**src/design/bsil_pkg.sv**
```systemverilog
// shared constants and types for the boundary-scan instruction logic
package bsil_pkg;

  // ****************************************
  // tap controller states and host commands
  // ****************************************
  typedef enum logic [3:0] {
    TAP_RESET, TAP_IDLE,
    TAP_SEL_DR, TAP_CAP_DR, TAP_SH_DR, TAP_EX1_DR, TAP_PAU_DR, TAP_EX2_DR, TAP_UPD_DR,
    TAP_SEL_IR, TAP_CAP_IR, TAP_SH_IR, TAP_EX1_IR, TAP_PAU_IR, TAP_EX2_IR, TAP_UPD_IR
  } bsil_tap_t;

  typedef enum logic [1:0] {
    CMD_RESET, CMD_IR, CMD_DR
  } bsil_cmd_t;

  // ****************************************
  // register sizes and codes
  // ****************************************
  localparam int IR_LEN   = 3;
  localparam int ID_LEN   = 32;
  localparam int PIN_CNT  = 108;
  localparam int BSR_LEN  = 109;
  localparam int OE_CELL  = 108;

  localparam logic [2:0] IR_EXTEST   = 3'h0;
  localparam logic [2:0] IR_IDENT    = 3'h1;
  localparam logic [2:0] IR_SAMPLE_Z = 3'h2;
  localparam logic [2:0] IR_SAMPLE   = 3'h4;
  localparam logic [2:0] IR_BYPASS   = 3'h7;
  localparam logic [2:0] IR_CAPTURE  = 3'h1;

  localparam logic [BSR_LEN-1:0] BSR_LATCH_RST = {1'h1, {PIN_CNT{1'h0}}};

  // ****************************************
  // timing
  // ****************************************
  localparam int RESET_TMS_HIGH    = 5;
  localparam int TCK_MAX_MHZ       = 20;
  localparam int TCK_MIN_PERIOD_NS = 1000 / TCK_MAX_MHZ;
  localparam int SYS_PERIOD_NS     = 40;
  localparam int TCK_HALF_MIN_CYC  = (TCK_MIN_PERIOD_NS / 2 + SYS_PERIOD_NS - 1) / SYS_PERIOD_NS;
  localparam int TCK_HALF_DEF_CYC  = 4;

endpackage : bsil_pkg

```
**src/design/bsil_if.sv**
```systemverilog
// serial test link between the test controller and the device
`timescale 1ns/1ps
interface bsil_if;
  logic tck;
  logic tms;
  logic tdi;
  logic tdo;
  logic tdo_oe;

  modport ctl (output tck, output tms, output tdi, input tdo, input tdo_oe);
  modport dev (input tck, input tms, input tdi, output tdo, output tdo_oe);
endinterface : bsil_if

```
**src/design/bsil_tap_fsm.sv**
```systemverilog
// sixteen-state tap controller, advanced once per step pulse
`timescale 1ns/1ps
module bsil_tap_fsm (
  // clock and reset
  input  wire logic              clk_sys_in,
  input  wire logic              rstn_in,
  // one step per rising test clock edge
  input  wire logic              step_in,
  input  wire logic              tms_in,
  // current state
  output bsil_pkg::bsil_tap_t    state_out
);

  bsil_pkg::bsil_tap_t state_r;
  bsil_pkg::bsil_tap_t state_nxt;
  bsil_pkg::bsil_tap_t walk;

  always_comb begin
    unique case (state_r)
      bsil_pkg::TAP_RESET:  walk = tms_in ? bsil_pkg::TAP_RESET  : bsil_pkg::TAP_IDLE;
      bsil_pkg::TAP_IDLE:   walk = tms_in ? bsil_pkg::TAP_SEL_DR : bsil_pkg::TAP_IDLE;
      bsil_pkg::TAP_SEL_DR: walk = tms_in ? bsil_pkg::TAP_SEL_IR : bsil_pkg::TAP_CAP_DR;
      bsil_pkg::TAP_CAP_DR: walk = tms_in ? bsil_pkg::TAP_EX1_DR : bsil_pkg::TAP_SH_DR;
      bsil_pkg::TAP_SH_DR:  walk = tms_in ? bsil_pkg::TAP_EX1_DR : bsil_pkg::TAP_SH_DR;
      bsil_pkg::TAP_EX1_DR: walk = tms_in ? bsil_pkg::TAP_UPD_DR : bsil_pkg::TAP_PAU_DR;
      bsil_pkg::TAP_PAU_DR: walk = tms_in ? bsil_pkg::TAP_EX2_DR : bsil_pkg::TAP_PAU_DR;
      bsil_pkg::TAP_EX2_DR: walk = tms_in ? bsil_pkg::TAP_UPD_DR : bsil_pkg::TAP_SH_DR;
      bsil_pkg::TAP_UPD_DR: walk = tms_in ? bsil_pkg::TAP_SEL_DR : bsil_pkg::TAP_IDLE;
      bsil_pkg::TAP_SEL_IR: walk = tms_in ? bsil_pkg::TAP_RESET  : bsil_pkg::TAP_CAP_IR;
      bsil_pkg::TAP_CAP_IR: walk = tms_in ? bsil_pkg::TAP_EX1_IR : bsil_pkg::TAP_SH_IR;
      bsil_pkg::TAP_SH_IR:  walk = tms_in ? bsil_pkg::TAP_EX1_IR : bsil_pkg::TAP_SH_IR;
      bsil_pkg::TAP_EX1_IR: walk = tms_in ? bsil_pkg::TAP_UPD_IR : bsil_pkg::TAP_PAU_IR;
      bsil_pkg::TAP_PAU_IR: walk = tms_in ? bsil_pkg::TAP_EX2_IR : bsil_pkg::TAP_PAU_IR;
      bsil_pkg::TAP_EX2_IR: walk = tms_in ? bsil_pkg::TAP_UPD_IR : bsil_pkg::TAP_SH_IR;
      bsil_pkg::TAP_UPD_IR: walk = tms_in ? bsil_pkg::TAP_SEL_DR : bsil_pkg::TAP_IDLE;
    endcase
  end

  // five high tms steps reach reset from any state
  assign state_nxt = step_in ? walk : state_r;
  assign state_out = state_r;

  always_ff @(posedge clk_sys_in) begin
    if (!rstn_in) begin
      state_r <= bsil_pkg::TAP_RESET;
    end else begin
      state_r <= state_nxt;
    end
  end

endmodule : bsil_tap_fsm

```
**src/design/bsil_dev.sv**
```systemverilog
// device end: tap instruction decode, data register selection and boundary cells
// Function
// - identification instruction captures and shifts 32-bit value
// - three-bit instruction register, five codes used
// - shifted instruction takes effect at Update-IR
// - reset and Test-Logic-Reset select identification
// - identification value drives serial out in Shift-DR
// - sample-high-Z shifts boundary, floats memory outputs
// - sample/preload captures all pin levels
// - controller keeps pins stable around capture
// - shift captured data out, preload data in
// - preload lands in latch, memory unaffected
// - bypass puts one-bit register in path
// - external test drives latched values onto pins
// - cell 108 latched, gates output drivers
// - controller programs cell 108 via Update-DR
// - cell 108 latch presets to one
// - controller never loads reserved instruction codes
// - test clock at most 20 MHz
// - sample on rising, serial out on falling
// - Capture-IR loads 01 into low bits
// - five high mode-select edges reset test logic
// - instruction code assignments, three codes reserved
`timescale 1ns/1ps
module bsil_dev #(
  // arbitrary neutral identification value, bit 0 marks an id register
  parameter logic [31:0] ID_VALUE = 32'h0123_4567
) (
  // clock and reset
  input  wire logic                         clk_sys_in,
  input  wire logic                         rstn_in,
  // serial test link
  bsil_if.dev                               link,
  // memory pins seen by the boundary cells
  input  wire logic [bsil_pkg::PIN_CNT-1:0] pin_levels_in,
  // boundary drive to the memory pins
  output logic      [bsil_pkg::PIN_CNT-1:0] preload_out,
  output logic                              extest_drive_out,
  output logic                              out_bus_oe_out,
  output logic      [bsil_pkg::IR_LEN-1:0]  instr_out
);

  // ****************************************
  // link synchronisers
  // ****************************************
  logic tck_s1_r;
  logic tck_s2_r;
  logic tck_s3_r;
  logic tms_s1_r;
  logic tms_s2_r;
  logic tdi_s1_r;
  logic tdi_s2_r;
  logic [bsil_pkg::PIN_CNT-1:0] pin_s1_r;
  logic [bsil_pkg::PIN_CNT-1:0] pin_s2_r;

  always_ff @(posedge clk_sys_in) begin
    if (!rstn_in) begin
      tck_s1_r <= 1'h0;
      tck_s2_r <= 1'h0;
      tck_s3_r <= 1'h0;
      tms_s1_r <= 1'h1;
      tms_s2_r <= 1'h1;
      tdi_s1_r <= 1'h1;
      tdi_s2_r <= 1'h1;
    end else begin
      tck_s1_r <= link.tck;
      tck_s2_r <= tck_s1_r;
      tck_s3_r <= tck_s2_r;
      tms_s1_r <= link.tms;
      tms_s2_r <= tms_s1_r;
      tdi_s1_r <= link.tdi;
      tdi_s2_r <= tdi_s1_r;
    end
  end

  // pins only need two stages; their levels are captured, not interpreted
  always_ff @(posedge clk_sys_in) begin
    pin_s1_r <= pin_levels_in;
    pin_s2_r <= pin_s1_r;
  end

  // tms and tdi are delayed as much as tck, so they are read as of the rise
  wire rise = tck_s2_r & ~tck_s3_r;
  wire fall = ~tck_s2_r & tck_s3_r;

  // ****************************************
  // tap controller
  // ****************************************
  bsil_pkg::bsil_tap_t st;

  bsil_tap_fsm u_fsm (
    .clk_sys_in (clk_sys_in),
    .rstn_in    (rstn_in),
    .step_in    (rise),
    .tms_in     (tms_s2_r),
    .state_out  (st)
  );

  wire in_reset = (st == bsil_pkg::TAP_RESET);
  wire cap_ir   = rise && (st == bsil_pkg::TAP_CAP_IR);
  wire sh_ir    = rise && (st == bsil_pkg::TAP_SH_IR);
  wire upd_ir   = rise && (st == bsil_pkg::TAP_UPD_IR);
  wire cap_dr   = rise && (st == bsil_pkg::TAP_CAP_DR);
  wire sh_dr    = rise && (st == bsil_pkg::TAP_SH_DR);
  wire upd_dr   = rise && (st == bsil_pkg::TAP_UPD_DR);

  // ****************************************
  // instruction register
  // ****************************************
  logic [bsil_pkg::IR_LEN-1:0] ir_sh_r;
  logic [bsil_pkg::IR_LEN-1:0] ir_sh_nxt;
  logic [bsil_pkg::IR_LEN-1:0] ir_r;
  logic [bsil_pkg::IR_LEN-1:0] ir_nxt;

  assign ir_sh_nxt = cap_ir ? bsil_pkg::IR_CAPTURE :
                     sh_ir  ? {tdi_s2_r, ir_sh_r[bsil_pkg::IR_LEN-1:1]} :
                              ir_sh_r;
  // the shifted code only becomes current at update; reset forces identification
  assign ir_nxt = in_reset ? bsil_pkg::IR_IDENT :
                  upd_ir   ? ir_sh_r :
                             ir_r;

  always_ff @(posedge clk_sys_in) begin
    if (!rstn_in) begin
      ir_sh_r <= bsil_pkg::IR_CAPTURE;
      ir_r    <= bsil_pkg::IR_IDENT;
    end else begin
      ir_sh_r <= ir_sh_nxt;
      ir_r    <= ir_nxt;
    end
  end

  // ****************************************
  // instruction decode
  // ****************************************
  // reserved codes fall through to the bypass path, keeping the chain intact
  wire sel_ident = (ir_r == bsil_pkg::IR_IDENT);
  wire sel_hiz   = (ir_r == bsil_pkg::IR_SAMPLE_Z);
  wire sel_ext   = (ir_r == bsil_pkg::IR_EXTEST);
  wire sel_bsr   = sel_ext | sel_hiz | (ir_r == bsil_pkg::IR_SAMPLE);
  wire sel_byp   = ~sel_ident & ~sel_bsr;

  // ****************************************
  // data registers
  // ****************************************
  logic [bsil_pkg::ID_LEN-1:0]  id_sh_r;
  logic [bsil_pkg::ID_LEN-1:0]  id_sh_nxt;
  logic                         byp_r;
  logic                         byp_nxt;
  logic [bsil_pkg::BSR_LEN-1:0] bsr_sh_r;
  logic [bsil_pkg::BSR_LEN-1:0] bsr_sh_nxt;
  logic [bsil_pkg::BSR_LEN-1:0] latch_r;
  logic [bsil_pkg::BSR_LEN-1:0] latch_nxt;

  assign id_sh_nxt = (cap_dr && sel_ident) ? ID_VALUE :
                     (sh_dr && sel_ident)  ? {tdi_s2_r, id_sh_r[bsil_pkg::ID_LEN-1:1]} :
                                             id_sh_r;

  assign byp_nxt = (cap_dr && sel_byp) ? 1'h0 :
                   (sh_dr && sel_byp)  ? tdi_s2_r :
                                         byp_r;

  // the tristate cell captures its own latched value, having no pin behind it
  assign bsr_sh_nxt = (cap_dr && sel_bsr) ? {latch_r[bsil_pkg::OE_CELL], pin_s2_r} :
                      (sh_dr && sel_bsr)  ? {tdi_s2_r, bsr_sh_r[bsil_pkg::BSR_LEN-1:1]} :
                                            bsr_sh_r;

  wire latch_upd = upd_dr && sel_bsr;
  assign latch_nxt[bsil_pkg::PIN_CNT-1:0] = latch_upd ? bsr_sh_r[bsil_pkg::PIN_CNT-1:0] :
                                                        latch_r[bsil_pkg::PIN_CNT-1:0];
  assign latch_nxt[bsil_pkg::OE_CELL] = in_reset  ? 1'h1 :
                                        latch_upd ? bsr_sh_r[bsil_pkg::OE_CELL] :
                                                    latch_r[bsil_pkg::OE_CELL];

  always_ff @(posedge clk_sys_in) begin
    if (!rstn_in) begin
      id_sh_r  <= '0;
      byp_r    <= 1'h0;
      bsr_sh_r <= '0;
      latch_r  <= bsil_pkg::BSR_LATCH_RST;
    end else begin
      id_sh_r  <= id_sh_nxt;
      byp_r    <= byp_nxt;
      bsr_sh_r <= bsr_sh_nxt;
      latch_r  <= latch_nxt;
    end
  end

  // ****************************************
  // serial output, changed on the falling test clock edge
  // ****************************************
  logic tdo_r;
  logic tdo_nxt;
  logic tdo_oe_r;
  logic tdo_oe_nxt;

  wire shifting = (st == bsil_pkg::TAP_SH_IR) || (st == bsil_pkg::TAP_SH_DR);
  wire dr_lsb   = sel_ident ? id_sh_r[0] : sel_bsr ? bsr_sh_r[0] : byp_r;
  wire path_lsb = (st == bsil_pkg::TAP_SH_IR) ? ir_sh_r[0] : dr_lsb;

  assign tdo_nxt    = (fall && shifting) ? path_lsb : tdo_r;
  assign tdo_oe_nxt = fall ? shifting : tdo_oe_r;

  always_ff @(posedge clk_sys_in) begin
    if (!rstn_in) begin
      tdo_r    <= 1'h0;
      tdo_oe_r <= 1'h0;
    end else begin
      tdo_r    <= tdo_nxt;
      tdo_oe_r <= tdo_oe_nxt;
    end
  end

  assign link.tdo    = tdo_r;
  assign link.tdo_oe = tdo_oe_r;

  // ****************************************
  // drive toward the memory pins
  // ****************************************
  // sample/preload and identification leave the memory outputs alone
  logic ext_r;
  logic oe_r;
  wire  oe_nxt = sel_hiz ? 1'h0 :
                 sel_ext ? latch_r[bsil_pkg::OE_CELL] :
                           1'h1;

  always_ff @(posedge clk_sys_in) begin
    if (!rstn_in) begin
      ext_r <= 1'h0;
      oe_r  <= 1'h1;
    end else begin
      ext_r <= sel_ext;
      oe_r  <= oe_nxt;
    end
  end

  assign preload_out      = latch_r[bsil_pkg::PIN_CNT-1:0];
  assign extest_drive_out = ext_r;
  assign out_bus_oe_out   = oe_r;
  assign instr_out        = ir_r;

endmodule : bsil_dev

```
**src/flat_wrapper.sv**
```systemverilog
// flat-port wrapper written by rule: the top's interface ports become plain ports
module bsil_dev_flat 
#(
                                                                       
  parameter logic [31:0] ID_VALUE = 32'h0123_4567
)
  (clk_sys_in, rstn_in, pin_levels_in, preload_out, extest_drive_out, out_bus_oe_out, instr_out, link_tck, link_tms, link_tdi, link_tdo, link_tdo_oe);
  bsil_if link_i ();
  input  wire logic clk_sys_in;
  input  wire logic rstn_in;
  input  wire logic [bsil_pkg::PIN_CNT-1:0] pin_levels_in;
  output logic      [bsil_pkg::PIN_CNT-1:0] preload_out;
  output logic extest_drive_out;
  output logic out_bus_oe_out;
  output logic      [bsil_pkg::IR_LEN-1:0] instr_out;
  input wire logic [$bits(link_i.tck)-1:0] link_tck;
  input wire logic [$bits(link_i.tms)-1:0] link_tms;
  input wire logic [$bits(link_i.tdi)-1:0] link_tdi;
  output wire logic [$bits(link_i.tdo)-1:0] link_tdo;
  output wire logic [$bits(link_i.tdo_oe)-1:0] link_tdo_oe;
  assign link_i.tck = link_tck;
  assign link_i.tms = link_tms;
  assign link_i.tdi = link_tdi;
  assign link_tdo = link_i.tdo;
  assign link_tdo_oe = link_i.tdo_oe;
  bsil_dev #(.ID_VALUE(ID_VALUE)) u_core (.clk_sys_in(clk_sys_in), .rstn_in(rstn_in), .link(link_i), .pin_levels_in(pin_levels_in), .preload_out(preload_out), .extest_drive_out(extest_drive_out), .out_bus_oe_out(out_bus_oe_out), .instr_out(instr_out));
endmodule
```
**config.mk**
```make
export PLATFORM = sky130hd
export DESIGN_NAME = bsil_dev_flat
export DESIGN_NICKNAME = d
export VERILOG_FILES = /design/src/design/bsil_pkg.sv /design/src/design/bsil_if.sv /design/src/design/bsil_tap_fsm.sv /design/src/design/bsil_dev.sv /design/src/flat_wrapper.sv
export SDC_FILE = /design/constraint.sdc
export NUM_CORES = 1
export LEC_CHECK = 0
export BUFFER_PORTS_ARGS = -buffer_cell sky130_fd_sc_hd__buf_2
export CORE_MARGIN = 8
export CORE_UTILIZATION = 56
export CTS_CLUSTER_SIZE = 16
export DETAILED_ROUTE_END_ITERATION = 16
export HOLD_SLACK_MARGIN = 0.02
export PLACE_DENSITY_LB_ADDON = 0.05
export SLEW_MARGIN = 20
export SYNTH_ARGS = -nofsm -noshare
export SYNTH_HDL_FRONTEND = slang
export SYNTH_SLANG_ARGS = --single-unit
```
**constraint.sdc**
```tcl
create_clock -name clk_sys_in -period 2.9 [get_ports clk_sys_in]
set_clock_uncertainty 0.15 [all_clocks]
set_input_delay 0.145 -clock clk_sys_in [delete_from_list [all_inputs] [get_ports clk_sys_in]]
set_output_delay 0.145 -clock clk_sys_in [all_outputs]
set_load 0.02 [all_outputs]
```
[Word-level counts from Yosys, hierarchy flattened]
Cells that the tools add are included.
Operators by class
  multiplexer cells: 22
  reduce and logical (&&, ||, !) cells: 26
  bitwise logic cells: 10
  equality and inequality tests: 18
Operator list (number)
  $mux 109: 2
  $mux 25: 2
  $pmux 4 s12: 1
  $eq 4x4->1 const B: 8
  $eq 4x3->1 const B: 4
  $mux 4: 4
  $logic_and 1x1->1: 14
  $reduce_or 2->1: 6
  $eq 4x2->1 const B: 2
  $mux 1: 8
  $mux 2: 3
  $mux 3: 2
  $not 1->1: 5
  $eq 4x1->1 const B: 1
  $logic_not 4->1: 1
  $reduce_bool 2->1: 2
  $and 1x1->1: 3
  $eq 3x1->1 const B: 1
  $eq 3x2->1 const B: 1
  $eq 3x3->1 const B: 1
  $logic_not 3->1: 1
  $reduce_or 3->1: 1
  $or 1x1->1: 2
  $logic_or 1x1->1: 1
Word-level totals
  flip-flop bits (word level): 488
  input port bits: 113
  word-level logic and storage cells: 98
  output and inout port bits: 115

[Logic depth before layout (Yosys ltp)]
Gate-level depths: netlist of run 1.
  depth in word-level cells: 7
  gate-level depth with buffers: 8
  mapped depth without buffers: 4

[Cells and area by module]
Synthesis of run 1 repeated with hierarchy kept, for this count alone.
Second synthesis, totals
  cell total of the unflattened synthesis: 1431
  area total of the unflattened synthesis: 15976.6 sq um
Modules (own cells, without submodules)
  bsil_dev: cells each 1389, area an instance 15635.0 sq um, instances 1, sequential area each 9689.3 sq um
  bsil_tap_fsm: cells each 42, area an instance 341.6 sq um, instances 1, sequential area each 80.1 sq um

[Worst setup path before layout of run 1]
OpenSTA, ideal clock, no wires.
  path type: reg-to-reg
  from: register u_core.ir_r (netlist bit u_core.instr_out[0])
  to: register u_core.id_sh_r[10] (netlist name)
  stages on the path, launching flop included: 7
  path buffers: 3
  data required time: 2.631 ns
  path slack: 0.794 ns
  clock period less this slack: 2.106 ns
  arrival: 1.838 ns
  library setup time: 0.119 ns
  cells stage by stage: dfxtp_1 clkbuf_2 or3b_1 or3_1 clkbuf_2 buf_6 o221a_1
On the way
  longest elaborated chain between the ends: 3
  elaborated cells on any way between the ends: 5
  those cells by class: eq/ne (1); mux (1); reduce/logical (3)
RTL lines
  start: declaration: line bsil_dev.sv:112  | logic [bsil_pkg::IR_LEN-1:0] ir_r;
  start signal: assignment: line bsil_dev.sv:126  | ir_r <= bsil_pkg::IR_IDENT;
  start signal: assignment: line bsil_dev.sv:129  | ir_r <= ir_nxt;
  $eq 3x1->1 (*): line bsil_dev.sv:137  | wire sel_ident = (ir_r == bsil_pkg::IR_IDENT);
  $logic_and 1x1->1 (on tied branches): line bsil_dev.sv:155, bsil_dev.sv:156
  $mux 25 / $reduce_bool 2->1 (equally long branches)
  end signal: assignment: line bsil_dev.sv:182  | id_sh_r <= id_sh_nxt;
  end: declaration: line bsil_dev.sv:146  | logic [bsil_pkg::ID_LEN-1:0] id_sh_r;
Mark *: on every way between the ends. The rest lies on a longest branch, timed or not.
A chain may end at the register's enable or synchronous reset.

[Final worst setup path of run 1]
  from: register u_core.u_fsm.state_r[0] (netlist: u_core.u_fsm.state_out[0])
  to: register u_core.bsr_sh_r[19] (netlist name)
On the way
  longest elaborated chain between the ends: 4
  elaborated cells on any way between the ends: 8
  those cells by class: eq/ne (2); mux (1); reduce/logical (5)
RTL lines
  start: declaration: line bsil_tap_fsm.sv:14  | bsil_pkg::bsil_tap_t state_r;
  start signal: assignment: line bsil_tap_fsm.sv:45  | state_r <= bsil_pkg::TAP_RESET;
  start signal: assignment: line bsil_tap_fsm.sv:47  | state_r <= state_nxt;
  $eq 4x2->1 / $eq 4x3->1 (equally long branches): line bsil_dev.sv:103, bsil_dev.sv:104
  $logic_and 1x1->1 (on tied branches): line bsil_dev.sv:103, bsil_dev.sv:104
  $logic_and 1x1->1 (on tied branches): line bsil_dev.sv:164, bsil_dev.sv:165
  $mux 109 / $reduce_bool 2->1 (equally long branches)
  end signal: assignment: line bsil_dev.sv:184  | bsr_sh_r <= bsr_sh_nxt;
  end: declaration: line bsil_dev.sv:150  | logic [bsil_pkg::BSR_LEN-1:0] bsr_sh_r;
Several ways; a longest one is shown, not always the timed one.

==> metrics, run 1 <==
run status complete, no violations; Avg Cell Area, Syn roughly 11 µm²; area of the die 35000 µm²; Worst Hold End u_core.pin_s1_r[22]; post-synth top area share 0.596; worst hold path class primary input to flop; crit-path cells nand3b_1 -> a2111oi_4 -> buf_12 -> buf_4 -> nand2_1 -> o211a_1; post-synthesis sequential area ratio 0.596; CP arrival 2830 ps; unrepaired setup endpoints after global routing false; starting density of the core 0.569; Worst R2R End u_core.bsr_sh_r[19]; initial antenna violation count 4; Ys Warns 0; Pleak 8.96 nW; Worst path slowest cell dfxtp_1; area of the multi-input gates ~5300 µm²; # port buffers between 200 and 250; number of I/O pins between 200 and 250; WL/cell 15.8 µm; H-tree Lvls 2; clk_lat worst skew roughly 550 ps; fmax ~400 MHz; worst vdd ir about 0.53 mV; ys flop type dfxtp_1; final hold violations 0; Critical Path RT 3190 ps; Chip Width 187 µm; GRT Resource Usage Total 0.192; vias per cell 5.03; Sink Count 488; crit path kind flop to flop; Post-Synthesis Cells 1541; Iteration-0 DRC Markers 557; Yosys reg bits 488; Hold Slack 72.1 ps; first-pass GRT wire length 56.5 mm; grt ovf 0; post-CTS sizing 0; final wirelength 34.3 mm; Final Net Count 1855; largest net degree at the start of global routing 93; layout cells sized above 1 0.195; crit path from u_core.u_fsm.state_out[0]; count of different cell masters after synthesis 50; Worst R2R Setup Slack between 300 and 400 ps; Post-Syn Nets between 1500 and 2000; drt first pass iters 5; Routed Antenna Nets 0; Worst Setup Start Kind flop; CTS clk-pin slew, worst paths 60 ps; area leader, netlist dfxtp_1; vias after detailed routing roughly 11000; EDFF count, synth 0; Max-Cap Viols 0; worst-margin pin slew 686 ps; fin crit period between 2000 and 3000 ps; Area Overhead vs Synth 21.5%; worst stage delay on the critical path 720 ps; Fill cells ~2200; CTS Root Cell clkbuf_16; Core Area 28800 µm²; # setup viols final 0; vias in the first global route 11070; Synth Cell Area about 16000 µm²; Hold Startpoint pin_levels_in[22]; CP bufs+invs 2; pwr/cell area 684 nW/µm²; most frequent cell after synthesis dfxtp_1; Sequential Area 9770 µm²; CTS tree yes; crit path max fanout 44; Remaining DRCs 0; Rel. slew slack 0.543; Synth top cells by count dfxtp_1, nand2_1, a21boi_0, mux2i_1, o211a_1; total CTS buffers 48; period utilization 0.874; asr flop ratio synth 0; worst reg-to-reg path cell count 6; Die Y-Extent 187 µm; worst r2r src u_core.u_fsm.state_out[0]; setup TNS 0 ps; hpwl dp slightly above 20 mm; CTS max path bufs 3; critical path capture point type flop; gpl congestion between 0.7 and 0.8; Slew Viols, Final 0; row count 62; Synth area leaders dfxtp_1, nand2_1, mux2i_1; crit-path leading delay family flip-flops; hold depth 2
worst reg2reg max path, stage by stage, from the launching register on:
cell,delay [ps]
dfxtp_1,720
nand3b_1,240
a2111oi_4,540
buf_12,280
buf_4,280
nand2_1,100
o211a_1,140
repair_timing:
| action | 4_1_cts | 5_1_grt |
|---|---|---|
| endpoints found under the hold margin | 187 | 0 |
| setup endpoints to repair | 0 | 0 |
| setup buffers | 0 | 0 |
| hold buffers | 114 | 0 |
report_power, final:
group | switching (W) | internal (W)
sequential | 0.0000497 | 0.00687
combinational | 0.000122 | 0.000199
clock | 0.00250 | 0.00387
flip-flops by register name, indices dropped and copies added (netlist names):
register / flops
u_core.tdi_s1_r: 1
u_core.extest_drive_out: 1
u_core.tdi_s2_r: 1
u_core.tms_s1_r: 1
u_core.tck_s3_r: 1
u_core.latch_r: 109
u_core.tck_s1_r: 1
u_core.byp_r: 1
u_core.id_sh_r: 32
u_core.u_fsm.state_out: 4
u_core.instr_out: 3
u_core.tms_s2_r: 1
u_core.bsr_sh_r: 109
u_core.link.tdo: 1
u_core.pin_s1_r: 108
u_core.out_bus_oe_out: 1
u_core.pin_s2_r: 108
u_core.tck_s2_r: 1
u_core.ir_sh_r: 3
u_core.link.tdo_oe: 1
worst max-delay path by stage:
stage	endpoint	slack, ps	depth (start not counted)
finish	u_core.bsr_sh_r[19]	370	6
global route	u_core.bsr_sh_r[19]	170	6
CTS	u_core.bsr_sh_r[19]	390	6
detailed placement	u_core.bsr_sh_r[29]	410	6
global placement	u_core.bsr_sh_r[16]	480	6
floorplan	u_core.id_sh_r[10]	790	6
kinds of logic (layout without fill, tap and decap cells):
logic type               Yosys count  in the layout  synth area share
flip-flops                       488            488             0.596
AND/OR/NAND/NOR                  421            421             0.105
AO/OA/AOI/OAI                    295            295             0.149
buffers and inverters            225            465            0.0818
multiplexers                     109            109            0.0666
XOR/XNOR                           2              2           0.00107
adder cells (fa/ha/maj)            1              1          0.000611
other                              0              3                 0
cell usage in the layout, fill, tap and decap left out, types with 4 or more instances in the layout:
cell,count
dfxtp_1,488
nand2_1,371
buf_2,226
dlygate4sd3_1,114
mux2i_1,109
a21boi_0,109
o211a_1,109
clkbuf_16,50
a21oi_1,31
o21ai_0,16
buf_4,16
clkinv_2,15
buf_12,13
nand2b_1,10
o221a_1,10
nor2_1,7
clkbuf_1,7
clkbuf_8,7
inv_1,6
bufinv_16,6
nor2b_1,5
nor3_1,4
nor3b_1,4
final cells by class:
| class | count | share of cell area |
|---|---|---|
| well taps | 384 | 0.0241 |
| inverters | 6 | 0.00113 |
| clock buffers | 64 | 0.0690 |
| repair buffers | 370 | 0.134 |
| flip-flops and latches | 488 | 0.491 |
| clock inverters | 25 | 0.0148 |
| diodes | 3 | 0.000377 |
| multi-input cells | 828 | 0.266 |
layer usage:
metal  vias to the layer above  share of wire  global-route usage
met2                       213           0.49               0.338
li1                       5481              -                   -
met1                      5146           0.44               0.231
met3                        56          0.048              0.0433
met5                         -        0.00038                   0
met4                         2          0.019              0.0556
metrics by stage:
| stage | area (µm²) | setup WS [ps] | utilization | power [W] | std cells |
|---|---|---|---|---|---|
| after detailed placement | 17100 | 407 | 0.594 | 0.00727 | 1962 |
| after global placement | 17100 | 478 | 0.594 | 0.00726 | 1962 |
| after floorplan | 16400 | 794 | - | 0.00714 | 1541 |
| after global routing | 19900 | 173 | 0.692 | 0.0141 | 2168 |
| final | 19900 | 365 | 0.692 | 0.0136 | 2168 |
| after CTS | 19900 | 393 | 0.691 | 0.0138 | 2165 |
No activity file was read; power rests on OpenSTA's default activity.
==> inputs of run 2 (changes only) <==
--- a/config.mk
+++ b/config.mk
@@ -15,4 +15,5 @@
 export SLEW_MARGIN = 20
 export SYNTH_ARGS = -nofsm -noshare
 export SYNTH_HDL_FRONTEND = slang
+export SYNTH_HIERARCHICAL = 1
 export SYNTH_SLANG_ARGS = --single-unit
==> run 2 against run 1 <==
Against the previous run: final cell count shrank 5.5%; utilization fell by 1.1 points; flip-flop and latch count stayed put; first-iteration DRC count up 22%; synthesized cell count is 7.1% lower.
==> metrics, run 2 <==
crit path kind flop to flop; critical path capture point type flop; commonest non-fill, non-tap cell in the layout dfxtp_1; met3 wire len 2.17 mm (+31%); final hold violations 0 (unchanged); Synth Cell Area 16000 µm² (-2.5%); Synth area leaders dfxtp_1, o221a_2, nand2_1; area leader, netlist dfxtp_1; Comb pwr share 0.023 (about the same); Int Power 0.0106 W (-2.7%); # port buffers 227 (unchanged); Yosys reg bits 488 (unchanged); GRT Resource Usage Total 0.209 (+0.0169); worst hold path class primary input to flop; vias per cell 5.28 (+5.1%); grt ovf 0 (unchanged); post-route cell area 19300 µm² (-3.0%); CP arrival 2710 ps (-120 ps); ys flop type dfxtp_1; Chip Width 185 µm (-1.1%); Final Net Count 1736 (-6.4%); layout cells sized above 1 0.263 (+0.0683); hpwl dp 20.9 mm (+0.81%); period utilization 0.828 (-0.0466); fmax 417 MHz (+5.6%); worst vdd ir 0.515 mV (-3.0%); Slew Viols, Final 0 (unchanged); area of the multi-input gates 4920 µm² (-7.0%); H-tree Lvls 2 (unchanged); drt first pass iters 4 (-1); final wirelength 36.2 mm (+5.4%); WL met2 16.4 mm (-3.3%); crit path max fanout 59 (+34%); total CTS buffers 48 (unchanged); run status complete, no violations; # setup viols final 0 (unchanged); Iteration-0 DRC Markers 678 (+22%); pwr/cell area 689 nW/µm² (+0.75%); overall power 0.0133 W (-2.2%); Worst path slowest cell dfxtp_1; CTS max path bufs 3 (unchanged); Sequential Area 9770 µm² (unchanged); WL/cell 17.7 µm (+12%); count of different cell masters after synthesis 51 (+2.0%); fin crit period 2400 ps (-135 ps); CP bufs+invs 1 (-1); worst-margin pin slew 759 ps (+73.5 ps); vias after detailed routing 10826 (-0.66%); row count 62 (unchanged); starting density of the core 0.563 (-0.00663); Post-CTS Setup Repair Bufs 0 (unchanged); switching fraction of total power 0.200 (+0.00361); Top Registers u_core/bsr_sh_r x109, u_core/latch_r x109; crit-path leading delay family simple AND/OR/NAND/NOR gates; post-synthesis sequential area ratio 0.611 (+0.0153); worst stage delay on the critical path 640 ps (-80 ps); vias in the first global route 11010 (-0.54%); Avg Cell Area, Syn 11.2 µm² (+5.0%); crit-path cells and4bb_2 -> and3_4 -> buf_12 -> nand2_1 -> a21boi_0; Synth top cells by count dfxtp_1, nand2_1, a21boi_0, buf_4, o22a_1; top sig layer met4; post-synth top area share 0.611 (+0.0153); Remaining DRCs 0 (unchanged); CTS clk-pin slew, worst paths 60 ps (about the same); most frequent cell after synthesis dfxtp_1; Area Overhead vs Synth 20.9%; Post-Synthesis Cells 1431 (-7.1%); asr flop ratio synth 0 (unchanged); most frequent cells in the layout dfxtp_1, nand2_1, buf_2; Fill cells 2217 (+1.4%); Worst Setup Start Kind flop; CTS Root Cell clkbuf_16; initial antenna violation count 3 (-1); clk_lat worst skew 560 ps (about the same); setup TNS 0 ps (unchanged); largest net degree at the start of global routing 98 (+5.4%); EDFF count, synth 0 (unchanged); number of I/O pins 228 (unchanged); Pleak 7.58 nW (-15%); DP Area 16600 µm² (-3.0%); Seq pwr share 0.520 (+0.012); Core Area 28400 µm² (-1.3%); Clock power frac 0.457 (-0.011); Routed Antenna Nets 0 (unchanged); Die Y-Extent 185 µm (-1.1%); Post-Syn Nets 1544 (-6.7%); unrepaired setup endpoints after global routing false; Max-Cap Viols 0 (unchanged); gpl congestion 0.745 (-3.1%); sw power 0.00266 W (-0.45%); area of the die 34200 µm² (-2.3%); DRT met1 WL 16.7 mm (+11%); Rel. slew slack 0.494 (-0.0490); first-pass GRT wire length 58.2 mm (+3.1%); CTS tree yes; Critical Path RT 3210 ps (+20 ps); Sink Count 488 (unchanged); Ys Warns 6 (+6)
[run 2: cell families (layout without fill, tap and decap cells)]
kind of cell             after synthesis  in the layout  share of synthesized area
multiplexers                           4              4                    0.00251
AND/OR/NAND/NOR                      320            320                     0.0837
adder cells (fa/ha/maj)                1              1                   0.000627
other                                  0              4                          0
XOR/XNOR                               2              2                    0.00110
flip-flops                           488            488                      0.611
buffers and inverters                227            457                     0.0828
AO/OA/AOI/OAI                        389            389                      0.218
[run 2: routing by layer]
| layer | vias to the layer above | track usage |
|---|---|---|
| met2 | 270 | 0.337 |
| met1 | 5149 | 0.275 |
| met5 | - | 0 |
| met3 | 67 | 0.0441 |
| met4 | 0 | 0.0704 |
| li1 | 5340 | - |
[run 2: repair_timing]
action                                  in CTS  in global routing
endpoints found under the setup margin       0                  0
hold endpoints to repair                   192                  0
resized for setup                            0                  0
hold buffers                               115                  0
[run 2: worst paths after layout]
check | cells past startpoint | startpoint | slack, ps | end
setup / recovery | 5 | u_core/u_fsm/state_out[3] | 500 | u_core/latch_r[102]
hold / removal | 2 | pin_levels_in[38] | 60 | u_core/pin_s1_r[38]
hold reg to reg | 0 | u_core/pin_s1_r[32] | 170 | u_core/pin_s2_r[32]
setup reg to reg | 5 | u_core/u_fsm/state_out[3] | 500 | u_core/latch_r[102]
[run 2: power groups by stage]
stage	combinational, W	clock, W	sequential [W]
after floorplan	0.0000794	0	0.00705
after global placement	0.000180	0	0.00707
after detailed placement	0.000181	0	0.00707
after CTS	0.000302	0.00621	0.00692
after global routing	0.000329	0.00650	0.00693
final	0.000306	0.00607	0.00692
[run 2: layout make-up]
type,count,area share
Antenna cell,4,0.000518
Clock buffer,77,0.0768
Clock inverter,11,0.00473
Inverter,4,0.000777
Multi-Input combinational cell,716,0.255
Sequential cell,488,0.506
Tap cell,384,0.0249
Timing Repair Buffer,365,0.132
[run 2: worst reg2reg max path, cell delays in order, from the launching register on]
cell and delay [ps]:
dfxtp_1 640, and4bb_2 440, and3_4 470, buf_12 340, nand2_1 120, a21boi_0 180
[run 2: stage by stage]
| stage | setup WS, ps | utilization | std cells | hold slack (ps) |
|---|---|---|---|---|
| final | 500 | 0.680 | 2049 | 62.0 |
| after global routing | 314 | 0.680 | 2048 | 52.7 |
| after CTS | 513 | 0.680 | 2045 | 44.2 |
| after detailed placement | 510 | 0.584 | 1842 | 98.6 |
| after global placement | 579 | 0.584 | 1842 | 97.3 |
| after floorplan | 840 | - | 1431 | 22.7 |
